===== config.mk =====
export PLATFORM = sky130hd
export DESIGN_NAME = adcc_top
export DESIGN_NICKNAME = d
export VERILOG_FILES = /design/src/hw/adcctl_pkg.sv /design/src/hw/adcc_clkgen.sv /design/src/hw/adcc_top.sv
export SDC_FILE = /design/constraint.sdc
export NUM_CORES = 1
export LEC_CHECK = 0
export ABC_AREA = 1
export BUFFER_PORTS_ARGS = -buffer_cell sky130_fd_sc_hd__buf_2
export CORE_MARGIN = 5
export CORE_UTILIZATION = 25
export CTS_CLUSTER_SIZE = 12
export DETAILED_ROUTE_END_ITERATION = 6
export PLACE_DENSITY_LB_ADDON = 0.25
export SLEW_MARGIN = 0
export SYNTH_ARGS = -nofsm -noshare
export SYNTH_HDL_FRONTEND = slang
export SYNTH_SLANG_ARGS = --single-unit

===== constraint.sdc =====
create_clock -name clock_i -period 2.35 [get_ports clock_i]
set_input_delay 0.235 -clock clock_i [delete_from_list [all_inputs] [get_ports clock_i]]
set_output_delay 0.235 -clock clock_i [all_outputs]
set_load 0.03 [all_outputs]

===== src/hw/adcctl_pkg.sv =====
// package: register map, field positions, reset values and codes of the adc control block
package adcctl_pkg;

  // ------------------------------------------------------------------
  // register byte offsets
  // ------------------------------------------------------------------
  localparam logic [7:0] OFS_CS1 = 8'h00;
  localparam logic [7:0] OFS_CS2 = 8'h04;
  localparam logic [7:0] OFS_RESULT = 8'h08;
  localparam logic [7:0] OFS_CMPVAL = 8'h0C;
  localparam logic [7:0] OFS_CFG = 8'h10;
  localparam logic [7:0] OFS_PIN1 = 8'h14;
  localparam logic [7:0] OFS_PIN2 = 8'h18;
  localparam logic [7:0] OFS_STAT = 8'h1C;

  // ------------------------------------------------------------------
  // field positions
  // ------------------------------------------------------------------
  localparam int CS1_FLAG_POS = 7;
  localparam int CS1_AIEN_POS = 6;
  localparam int CS1_CONT_POS = 5;
  localparam int CS2_ACT_POS = 7;
  localparam int CS2_HWT_POS = 6;
  localparam int CS2_CMPEN_POS = 5;
  localparam int CS2_ACFGT_POS = 4;
  localparam int CFG_MODE_POS = 2;
  localparam int CFG_DIV_POS = 5;

  // ------------------------------------------------------------------
  // reset values
  // ------------------------------------------------------------------
  localparam logic [7:0] CS1_RST = 8'h1F;
  localparam logic [7:0] CS2_RST = 8'h00;
  localparam logic [7:0] CFG_RST = 8'h00;
  localparam logic [7:0] PIN_RST = 8'h00;
  localparam logic [11:0] CMP_RST = 12'h000;

  // ------------------------------------------------------------------
  // channel codes
  // ------------------------------------------------------------------
  localparam logic [4:0] CH_PIN_LAST = 5'h05;
  localparam logic [4:0] CH_CMP_P = 5'h08;
  localparam logic [4:0] CH_CMP_M = 5'h09;
  localparam logic [4:0] CH_LOWREF_LAST = 5'h15;
  localparam logic [4:0] CH_RSV_FIRST = 5'h16;
  localparam logic [4:0] CH_RSV_LAST = 5'h19;
  localparam logic [4:0] CH_TEMP = 5'h1A;
  localparam logic [4:0] CH_BANDGAP = 5'h1B;
  localparam logic [4:0] CH_RSV_HI = 5'h1C;
  localparam logic [4:0] CH_VREFH = 5'h1D;
  localparam logic [4:0] CH_VREFL = 5'h1E;
  localparam logic [4:0] CH_OFF = 5'h1F;

  // analog mux source codes driven to the analog front end
  typedef enum logic [2:0] {
    SRC_PIN, SRC_CMP_PIN, SRC_VREFL, SRC_VREFH,
    SRC_TEMP, SRC_BANDGAP, SRC_RESERVED, SRC_NONE
  } adcc_src_t;

  // result formats
  localparam logic [1:0] MODE_8 = 2'h0;
  localparam logic [1:0] MODE_12 = 2'h1;
  localparam logic [1:0] MODE_10 = 2'h2;

  // clock sources
  localparam logic [1:0] CLK_BUS = 2'h0;
  localparam logic [1:0] CLK_BUS2 = 2'h1;
  localparam logic [1:0] CLK_ALT = 2'h2;
  localparam logic [1:0] CLK_LOCAL = 2'h3;

  // ------------------------------------------------------------------
  // timing
  // ------------------------------------------------------------------
  localparam int RES_BITS = 12;
  localparam int SAMPLE_TICKS = 4;
  localparam logic [2:0] SYNC_DEPTH = 3'h3;

endpackage

===== src/hw/adcc_clkgen.sv =====
// conversion clock tick generator: source select and programmable divider
module adcc_clkgen #(
  parameter int DIV_W = 2
) (
  input wire logic clock_i,
  input wire logic srst_i,
  input wire logic [1:0] src_sel_i,
  input wire logic [DIV_W-1:0] div_sel_i,
  input wire logic local_async_conv_clock_i,
  input wire logic alternate_clock_input_i,
  output logic tick_o
);

  // ------------------------------------------------------------------
  // external clock edge detection (three stage synchronisers)
  // ------------------------------------------------------------------
  logic [2:0] loc_sync_ff;
  logic [2:0] alt_sync_ff;
  logic loc_lvl_ff;
  logic alt_lvl_ff;
  logic bus2_ff;
  logic [6:0] div_cnt_ff;
  logic src_tick;
  logic loc_rise;
  logic alt_rise;
  logic [6:0] div_last;

  // a change counts once stages two and three agree
  assign loc_rise = (loc_sync_ff[2] == loc_sync_ff[1]) &&
                    loc_sync_ff[2] && !loc_lvl_ff;
  assign alt_rise = (alt_sync_ff[2] == alt_sync_ff[1]) &&
                    alt_sync_ff[2] && !alt_lvl_ff;

  always_ff @(posedge clock_i) begin
    if (srst_i) begin
      loc_sync_ff <= 3'h0;
      alt_sync_ff <= 3'h0;
      loc_lvl_ff <= 1'b0;
      alt_lvl_ff <= 1'b0;
      bus2_ff <= 1'b0;
    end else begin
      loc_sync_ff <= {loc_sync_ff[1:0], local_async_conv_clock_i};
      alt_sync_ff <= {alt_sync_ff[1:0], alternate_clock_input_i};
      if (loc_sync_ff[2] == loc_sync_ff[1]) loc_lvl_ff <= loc_sync_ff[2];
      if (alt_sync_ff[2] == alt_sync_ff[1]) alt_lvl_ff <= alt_sync_ff[2];
      bus2_ff <= !bus2_ff;
    end
  end

  // ------------------------------------------------------------------
  // source select and divider
  // ------------------------------------------------------------------
  assign src_tick = (src_sel_i == adcctl_pkg::CLK_BUS) ? 1'b1 :
                    (src_sel_i == adcctl_pkg::CLK_BUS2) ? bus2_ff :
                    (src_sel_i == adcctl_pkg::CLK_ALT) ? alt_rise :
                    loc_rise;
  // divide by 2 to the power of the select
  assign div_last = 7'((1 << div_sel_i) - 1);

  always_ff @(posedge clock_i) begin
    if (srst_i) begin
      div_cnt_ff <= 7'h00;
      tick_o <= 1'b0;
    end else begin
      tick_o <= 1'b0;
      if (src_tick) begin
        if (div_cnt_ff >= div_last) begin
          div_cnt_ff <= 7'h00;
          tick_o <= 1'b1;
        end else begin
          div_cnt_ff <= div_cnt_ff + 7'h01;
        end
      end
    end
  end

endmodule


===== src/hw/adcc_top.sv =====
// adc digital control: registers, channel decode, trigger and sequencer

// Overview of operation
// - codes 0-5 select pins, 8-9 comparator pins, other low codes low reference
// - reserved codes still convert; result undefined
// - code 11010 selects the temperature sensor
// - conversion clock source chosen from bus, bus/2, local, alternate
// - selected source divided by the clock divide select field
// - alternate clock keeps running during wait mode
// - hardware trigger select starts conversion on counter modulo match
// - match triggers whether or not counter interrupt is enabled
// - hardware trigger works in run, wait and stop3
// - two pin-enable registers cover codes 0 to 15 only
// - results right-justified unsigned in 12, 10 or 8 bits
// - single conversion returns idle; continuous repeats back to back
// - compare result with value, less-than or greater-or-equal
// - completion flag with its interrupt request
// - asynchronous hardware trigger selectable instead of software start
// - linear successive approximation, one bit per step, 12 bits
// - all-ones channel switches off converter, ends continuous mode
// - control write aborts conversion and restarts unless channel all ones or hardware trigger selected
// - flag per compare setting; cleared by control write or low read
module adcc_top #(
  parameter int DIV_W = 2
) (
  input wire logic clock_i,
  input wire logic srst_i,
  input wire logic hsel,
  input wire logic [31:0] haddr,
  input wire logic [1:0] htrans,
  input wire logic hwrite,
  input wire logic [2:0] hsize,
  input wire logic [31:0] hwdata,
  input wire logic hready,
  output logic [31:0] hrdata,
  output logic hreadyout,
  output logic hresp,
  input wire logic local_async_conv_clock_i,
  input wire logic alternate_clock_input_i,
  input wire logic rtc_match_i,
  input wire logic cmp_above_i,
  input wire logic wait_mode_i,
  input wire logic stop3_mode_i,
  output logic [2:0] mux_src_o,
  output logic [4:0] channel_select_o,
  output logic [15:0] pin_enable_o,
  output logic [11:0] dac_code_o,
  output logic sample_o,
  output logic conv_active_o,
  output logic conv_irq_o
);

  typedef enum logic [1:0] {S_IDLE, S_SAMPLE, S_APPROX} adcc_state_t;

  // ------------------------------------------------------------------
  // bus slave
  // ------------------------------------------------------------------
  logic wr_pend_ff;
  logic rd_pend_ff;
  logic [7:0] ofs_ff;
  logic [7:0] cs1_ff;
  logic [7:0] cs2_ff;
  logic [7:0] cfg_ff;
  logic [7:0] pin1_ff;
  logic [7:0] pin2_ff;
  logic [11:0] cmp_ff;
  logic [11:0] result_ff;
  logic flag_ff;
  logic addr_ok;
  logic wr_cs1;
  logic wr_ch_off;
  logic rd_low;
  logic [31:0] rd_mux;

  assign addr_ok = hsel && hready && htrans[1];
  assign hreadyout = 1'b1;
  assign hresp = 1'b0;
  assign wr_cs1 = wr_pend_ff && ofs_ff == adcctl_pkg::OFS_CS1;
  // the channel being written decides, not the one it replaces
  assign wr_ch_off = hwdata[4:0] == adcctl_pkg::CH_OFF;
  assign rd_low = rd_pend_ff && ofs_ff == adcctl_pkg::OFS_RESULT;

  always_ff @(posedge clock_i) begin
    if (srst_i) begin
      wr_pend_ff <= 1'b0;
      rd_pend_ff <= 1'b0;
      ofs_ff <= 8'h00;
    end else begin
      wr_pend_ff <= addr_ok && hwrite;
      rd_pend_ff <= addr_ok && !hwrite;
      if (addr_ok) ofs_ff <= haddr[7:0];
    end
  end

  always_ff @(posedge clock_i) begin
    if (srst_i) begin
      cs1_ff <= adcctl_pkg::CS1_RST;
      cs2_ff <= adcctl_pkg::CS2_RST;
      cfg_ff <= adcctl_pkg::CFG_RST;
      pin1_ff <= adcctl_pkg::PIN_RST;
      pin2_ff <= adcctl_pkg::PIN_RST;
      cmp_ff <= adcctl_pkg::CMP_RST;
    end else if (wr_pend_ff) begin
      case (ofs_ff)
        adcctl_pkg::OFS_CS1: cs1_ff <= {1'b0, hwdata[6:0]};
        adcctl_pkg::OFS_CS2: cs2_ff <= {1'b0, hwdata[6:4], 4'h0};
        adcctl_pkg::OFS_CFG: cfg_ff <= hwdata[7:0];
        adcctl_pkg::OFS_PIN1: pin1_ff <= hwdata[7:0];
        adcctl_pkg::OFS_PIN2: pin2_ff <= hwdata[7:0];
        adcctl_pkg::OFS_CMPVAL: cmp_ff <= hwdata[11:0];
        default: ;
      endcase
    end
  end

  adcc_state_t state_ff;
  logic hwt_ff;

  assign rd_mux =
    (ofs_ff == adcctl_pkg::OFS_CS1) ? {24'h0, flag_ff, cs1_ff[6:0]} :
    (ofs_ff == adcctl_pkg::OFS_CS2) ?
      {24'h0, conv_active_o, cs2_ff[6:0]} :
    (ofs_ff == adcctl_pkg::OFS_RESULT) ? {20'h0, result_ff} :
    (ofs_ff == adcctl_pkg::OFS_CMPVAL) ? {20'h0, cmp_ff} :
    (ofs_ff == adcctl_pkg::OFS_CFG) ? {24'h0, cfg_ff} :
    (ofs_ff == adcctl_pkg::OFS_PIN1) ? {24'h0, pin1_ff} :
    (ofs_ff == adcctl_pkg::OFS_PIN2) ? {24'h0, pin2_ff} :
    (ofs_ff == adcctl_pkg::OFS_STAT) ?
      {29'h0, hwt_ff, state_ff} : 32'h0;
  assign hrdata = rd_pend_ff ? rd_mux : 32'h0;

  // ------------------------------------------------------------------
  // channel decode
  // ------------------------------------------------------------------
  logic [4:0] ch;
  logic ch_off;
  adcctl_pkg::adcc_src_t src;

  assign ch = cs1_ff[4:0];
  assign ch_off = ch == adcctl_pkg::CH_OFF;
  assign src =
    (ch <= adcctl_pkg::CH_PIN_LAST) ? adcctl_pkg::SRC_PIN :
    (ch == adcctl_pkg::CH_CMP_P || ch == adcctl_pkg::CH_CMP_M) ?
      adcctl_pkg::SRC_CMP_PIN :
    (ch <= adcctl_pkg::CH_LOWREF_LAST) ? adcctl_pkg::SRC_VREFL :
    (ch >= adcctl_pkg::CH_RSV_FIRST && ch <= adcctl_pkg::CH_RSV_LAST) ?
      adcctl_pkg::SRC_RESERVED :
    (ch == adcctl_pkg::CH_TEMP) ? adcctl_pkg::SRC_TEMP :
    (ch == adcctl_pkg::CH_BANDGAP) ? adcctl_pkg::SRC_BANDGAP :
    (ch == adcctl_pkg::CH_RSV_HI) ? adcctl_pkg::SRC_RESERVED :
    (ch == adcctl_pkg::CH_VREFH) ? adcctl_pkg::SRC_VREFH :
    (ch == adcctl_pkg::CH_VREFL) ? adcctl_pkg::SRC_VREFL :
    adcctl_pkg::SRC_NONE;
  assign mux_src_o = src;
  assign channel_select_o = ch;
  assign pin_enable_o = {pin2_ff, pin1_ff};

  // ------------------------------------------------------------------
  // conversion clock
  // ------------------------------------------------------------------
  logic tick;

  // the block's logic is held clocked in wait and stop3, so the chosen
  // source keeps ticking there when it is running
  adcc_clkgen #(
    .DIV_W(DIV_W)
  ) u_clkgen (
    .clock_i(clock_i),
    .srst_i(srst_i),
    .src_sel_i(cfg_ff[1:0]),
    .div_sel_i(cfg_ff[adcctl_pkg::CFG_DIV_POS +: DIV_W]),
    .local_async_conv_clock_i(local_async_conv_clock_i),
    .alternate_clock_input_i(alternate_clock_input_i),
    .tick_o(tick)
  );

  // ------------------------------------------------------------------
  // hardware trigger crossing
  // ------------------------------------------------------------------
  logic [2:0] trg_sync_ff;
  logic trg_lvl_ff;
  logic trg_pend_ff;
  logic trg_rise;
  logic hw_sel;

  assign hw_sel = cs2_ff[adcctl_pkg::CS2_HWT_POS];
  // mode pins are not consulted: the trigger runs in run, wait and stop3
  assign trg_rise = (trg_sync_ff[2] == trg_sync_ff[1]) &&
                    trg_sync_ff[2] && !trg_lvl_ff;

  always_ff @(posedge clock_i) begin
    if (srst_i) begin
      trg_sync_ff <= 3'h0;
      trg_lvl_ff <= 1'b0;
    end else begin
      trg_sync_ff <= {trg_sync_ff[1:0], rtc_match_i};
      if (trg_sync_ff[2] == trg_sync_ff[1]) trg_lvl_ff <= trg_sync_ff[2];
    end
  end

  // ------------------------------------------------------------------
  // successive approximation sequencer
  // ------------------------------------------------------------------
  logic [11:0] sar_ff;
  logic [3:0] bit_ff;
  logic [2:0] samp_ff;
  logic cont_ff;
  logic done;
  logic [11:0] trial;
  logic [11:0] final_code;
  logic cmp_true;
  logic start_sw;
  logic start_hw;
  logic [1:0] mode;

  assign mode = cfg_ff[adcctl_pkg::CFG_MODE_POS +: 2];
  assign start_sw = wr_cs1 && !wr_ch_off && !hw_sel;
  // a control write wins over a pending trigger, which then stays pending
  assign start_hw = hw_sel && trg_pend_ff && !ch_off && !wr_cs1 &&
                    state_ff == S_IDLE && tick;
  assign trial = sar_ff | (12'h001 << bit_ff);
  assign final_code = cmp_above_i ? trial : sar_ff;
  assign done = state_ff == S_APPROX && tick && bit_ff == 4'h0;
  assign cmp_true = cs2_ff[adcctl_pkg::CS2_ACFGT_POS] ?
                    (fmt(final_code, mode) >= fmt(cmp_ff, mode)) :
                    (fmt(final_code, mode) < fmt(cmp_ff, mode));

  // right-justified formats
  function automatic logic [11:0] fmt(input logic [11:0] v,
                                      input logic [1:0] m);
    case (m)
      adcctl_pkg::MODE_8: fmt = {4'h0, v[11:4]};
      adcctl_pkg::MODE_10: fmt = {2'h0, v[11:2]};
      default: fmt = v;
    endcase
  endfunction

  always_ff @(posedge clock_i) begin
    if (srst_i) begin
      trg_pend_ff <= 1'b0;
      hwt_ff <= 1'b0;
    end else begin
      hwt_ff <= hw_sel;
      if (trg_rise && hw_sel) trg_pend_ff <= 1'b1;
      else if (start_hw || !hw_sel) trg_pend_ff <= 1'b0;
    end
  end

  always_ff @(posedge clock_i) begin
    if (srst_i) begin
      state_ff <= S_IDLE;
      sar_ff <= 12'h000;
      bit_ff <= 4'h0;
      samp_ff <= 3'h0;
      cont_ff <= 1'b0;
    end else if (wr_cs1 && (wr_ch_off || hw_sel)) begin
      state_ff <= S_IDLE;
    end else if (start_sw || start_hw) begin
      state_ff <= S_SAMPLE;
      samp_ff <= 3'h0;
      cont_ff <= start_sw ? hwdata[adcctl_pkg::CS1_CONT_POS] :
                 cs1_ff[adcctl_pkg::CS1_CONT_POS];
    end else begin
      case (state_ff)
        S_IDLE: ;
        S_SAMPLE: begin
          if (tick) begin
            if (samp_ff == 3'(adcctl_pkg::SAMPLE_TICKS - 1)) begin
              state_ff <= S_APPROX;
              sar_ff <= 12'h000;
              bit_ff <= 4'(adcctl_pkg::RES_BITS - 1);
            end else begin
              samp_ff <= samp_ff + 3'h1;
            end
          end
        end
        S_APPROX: begin
          if (tick) begin
            if (cmp_above_i) sar_ff <= trial;
            if (bit_ff == 4'h0) begin
              samp_ff <= 3'h0;
              state_ff <= (cont_ff && !ch_off) ? S_SAMPLE : S_IDLE;
            end else begin
              bit_ff <= bit_ff - 4'h1;
            end
          end
        end
        default: state_ff <= S_IDLE;
      endcase
    end
  end

  logic cmp_en;
  assign cmp_en = cs2_ff[adcctl_pkg::CS2_CMPEN_POS];

  always_ff @(posedge clock_i) begin
    if (srst_i) begin
      result_ff <= 12'h000;
      flag_ff <= 1'b0;
    end else begin
      if (done && (!cmp_en || cmp_true)) begin
        result_ff <= fmt(final_code, mode);
        flag_ff <= 1'b1;
      end else if (wr_cs1 || rd_low) begin
        flag_ff <= 1'b0;
      end
    end
  end

  assign dac_code_o = trial;
  assign sample_o = state_ff == S_SAMPLE;
  assign conv_active_o = state_ff != S_IDLE;
  assign conv_irq_o = flag_ff && cs1_ff[adcctl_pkg::CS1_AIEN_POS];

endmodule


==> impl_metrics.toml <==
[drt]
first_pass_iters = 4
wl_per_cell_um = 14.8
wl_met1_um = 10000
ant_nets = 0
drc = 0
drt-total-wl_um = 20800
wl_met3_um = 1040
num_vias = 6422
top_layer = "met4"
drt_iter0_drc = 296
viasPerCell = 4.55
wl_met2_um = 9460

[sta]
post-route-period-util_pct = 110
fmax_ghz = 0.387
final_max_slew_viol_count = 0
skew_ps = 8.10
tns_ps = -2680
rsz0062_at_grt = "yes"
final_hold_viol_count = 0
relSlewSlack_pct = 61.1
finalWorstSetupSlack_ps = -231
whs_ps = 15.8
finalSetupViolations = 14
fin_crit_ps = 2580
tightest_slew_ps = 582

[finish]
antenna_cells = 0
num-fill-cells = 2644
synthToLayoutAreaGrowth_pct = 40.5
ff_latch_area_um2 = 2300
final_cells = 1412
postLayoutCoreUtil_pct = 35.7
num-nets-final = 1180
multi_input_area_um2 = 3970
drive_gt1_share_pct = 34.5

[power_and_ir_drop]
powerDensity_nw_per_um2 = 674
sw_frac_of_total_pct = 31.3
combPwrFrac_pct = 24.4
ir_drop_mv = 0.348
clkPwrFrac_pct = 40.6
seqPwrFrac_pct = 35.0
internal_power_mw = 4.16
power.leakage_nw = 3.90
switchingPower_mw = 1.90

[critical_path]
r2r_cells = 18
worstPathRequired_ps = 2710
crit_slowest_cell = "dfxtp_4"
critPathBufInv = 2
worstSetupStartpointType = "flip-flop"
rr_startpoint = "bit_ff[0]"
crit_arrival_ps = 2940
cp_top_family = "simple AND/OR/NAND/NOR gates"
r2r_end = "result_ff[11]"
crit_type = "flip-flop to flip-flop"
worstSetupPathDepth = 18
critPathMaxFanout = 5
path_cells = "ha_4, nand3_1, nand2_4, o21ai_2, nor2_1, nor3_2, inv_1, ha_1, a21oi_1, nand2_2, nand2_1, nand3_2, nand2_2, nand3_4, buf_4, nand3b_1, nand2_1, nor2_1"
end_kind = "flip-flop"
reg2reg_slack_ps = -230
worst_path_largest_cell_delay_ps = 370

[floorplanning]
dieHeight_um = 170
die_x_um = 170
coreArea_um2 = 25200
start_util_pct = 25.4
die-area_um2 = 28900
pin_count = 153
rows = 58

[synthesis]
ys_seq_area_share_pct = 35.7
postSynthCellCount = 913
synth-main-ff-cell = "dfxtp_1"
synth.distinct_cells = 50
ys_ff_latch = 114
yosys-top-cells-area = "dfxtp_1 36%, nand2_1 8.5%, a21oi_1 8.0%"
yosysTopAreaCell = "dfxtp_1"
synth_edf_count = 0
syn_area_um2 = 6400
yosys_warnings = 0
synthMostInstantiatedCell = "nand2_1"
syn_avg_cell_area_um2 = 7.01
synth_top_area_share_pct = 35.7
ys_async_sr_fraction_pct = 0
synth_common_cells = "144 x nand2_1, 114 x dfxtp_1, 110 x nor2_1"

[hold_path]
hold_start = "local_async_conv_clock_i"
hold_depth = 3
min_path_type = "input pin to flip-flop"
holdPathEnd = "u_clkgen.loc_sync_ff[0]"

[placed_design]
hpwl_um = 15500
pre_cts_slack_ps = -382
port_buffers = 80
place.gp.congestion = 0.850
numPlacedInstances = 1353

[global_routing]
grt_usage_pct = 14.4
grt_pass1_vias = 6070
grt-ovfl-total = 0
grt_max_degree = 58
antenna_found_initial = 0
grt_first_pass_wirelength_um = 33100

[cts]
cts.path.max_buffers = 2
cts_tree = "yes"
cts_root_buf = "clkbuf_16"
cts_made_buffers = 17
clock_latency_ps = 420
cts.sinks = 114
htree_levels = 4
path_clk_slew_ps = 60

[run]
maxCapViolations = 0

[run_status]
violations = "negative setup slack"
status = "complete, but fails checks"
[cells in the final DEF, fill, tap and decap left out, types with 8 or more instances in the layout]
master,netlist,routed
a21oi_1,102,85
a21oi_2,0,17
buf_2,14,73
buf_4,29,92
clkbuf_16,0,18
conb_1,2,22
dfxtp_1,114,107
ha_1,29,21
ha_4,0,8
inv_1,107,95
inv_2,10,19
nand2_1,144,117
nand2_2,4,16
nand2_4,1,16
nand3_1,42,30
nand3_2,4,14
nand4_1,11,11
nor2_1,110,96
nor2_2,3,14
nor3_1,13,8
o211ai_1,9,9
o21ai_0,82,65
o21ai_1,10,8
o21ai_2,1,9
o21ai_4,0,11
[metal layers]
| metal | up-vias | global-route usage, % |
|---|---|---|
| li1 | 3280 | - |
| met1 | 2971 | 20.3 |
| met2 | 146 | 22.1 |
| met3 | 25 | 3.46 |
| met4 | 0 | 3.82 |
| met5 | - | 0 |
[power by group through the flow]
stage                     Combinational, mW  Clock, mW  Sequential [mW]
final                                  1.48       2.46             2.12
after global routing                   1.62       2.59             2.13
after CTS                              1.39       2.50             2.12
after detailed placement               1.31          0             2.15
after global placement                 1.30          0             2.15
after floorplan                       0.880          0             2.14
[registers in the layout, indices dropped and copies added (netlist names), 4 cells and up]
register / cells
ofs_ff: 8
sar_ff: 12
cmp_ff: 12
u_clkgen.div_cnt_ff: 7
pin2_ff: 8
cfg_ff: 8
bit_ff: 4
result_ff: 12
pin1_ff: 8
cs1_ff: 7
[worst reg2reg max path, stage by stage, from the launching register on]
cell	delay, ps
dfxtp_4	370
ha_4	180
nand3_1	110
nand2_4	60
o21ai_2	100
nor2_1	90
nor3_2	220
inv_1	70
ha_1	300
a21oi_1	190
nand2_2	80
nand2_1	80
nand3_2	80
nand2_2	80
nand3_4	120
buf_4	190
nand3b_1	80
nand2_1	50
nor2_1	80
[per-stage QoR]
step	power, mW	cell area (µm²)
global route	6.35	8990
CTS	6.01	8630
detailed placement	3.46	7750
finish	6.06	8990
global placement	3.45	7750
floorplan	3.02	6760
[kinds of logic (layout without fill, tap and decap cells)]
family / count (synthesis) / count (layout) / synth area share, %
adders and majority gates: 29 / 29 / 5.67
muxes: 1 / 1 / 0.157
AOI/OAI and AO/OA: 230 / 230 / 19.8
buffers and inverters: 183 / 332 / 13.5
xor gates and xnor gates: 3 / 3 / 0.411
and+or+nand+nor: 351 / 351 / 24.7
other: 2 / 22 / 0.117
DFF: 114 / 114 / 35.7
[area by class of cell]
class | count | share of cell area [%]
sequential | 114 | 25.5
clock buffer | 21 | 5.25
multi-input combinational | 636 | 44.2
inverter | 120 | 5.21
clock inverter | 9 | 0.919
tap | 330 | 4.59
timing repair buffer | 182 | 14.3
[how the worst max path moves through the flow]
stage	from	endpoint	slack, ps
2_1_floorplan	bit_ff[0]	result_ff[10]	-80
3_3_place_gp	bit_ff[0]	result_ff[10]	-330
6_report	bit_ff[0]	result_ff[11]	-230
3_5_place_dp	bit_ff[0]	result_ff[10]	-380
5_1_grt	bit_ff[0]	result_ff[11]	-390
4_1_cts	bit_ff[1]	result_ff[6]	-190
[repair_timing]
item / in CTS / in global routing
setup buffers: 12 / 14
setup endpoints to repair: 22 / 21
hold buffers: 2 / 0
gates cloned: 0 / 1
gates resized for setup: 51 / 75
endpoints found under the hold margin: 2 / 0
pin swaps: 16 / 25
Power figures use the tool's default switching activity.
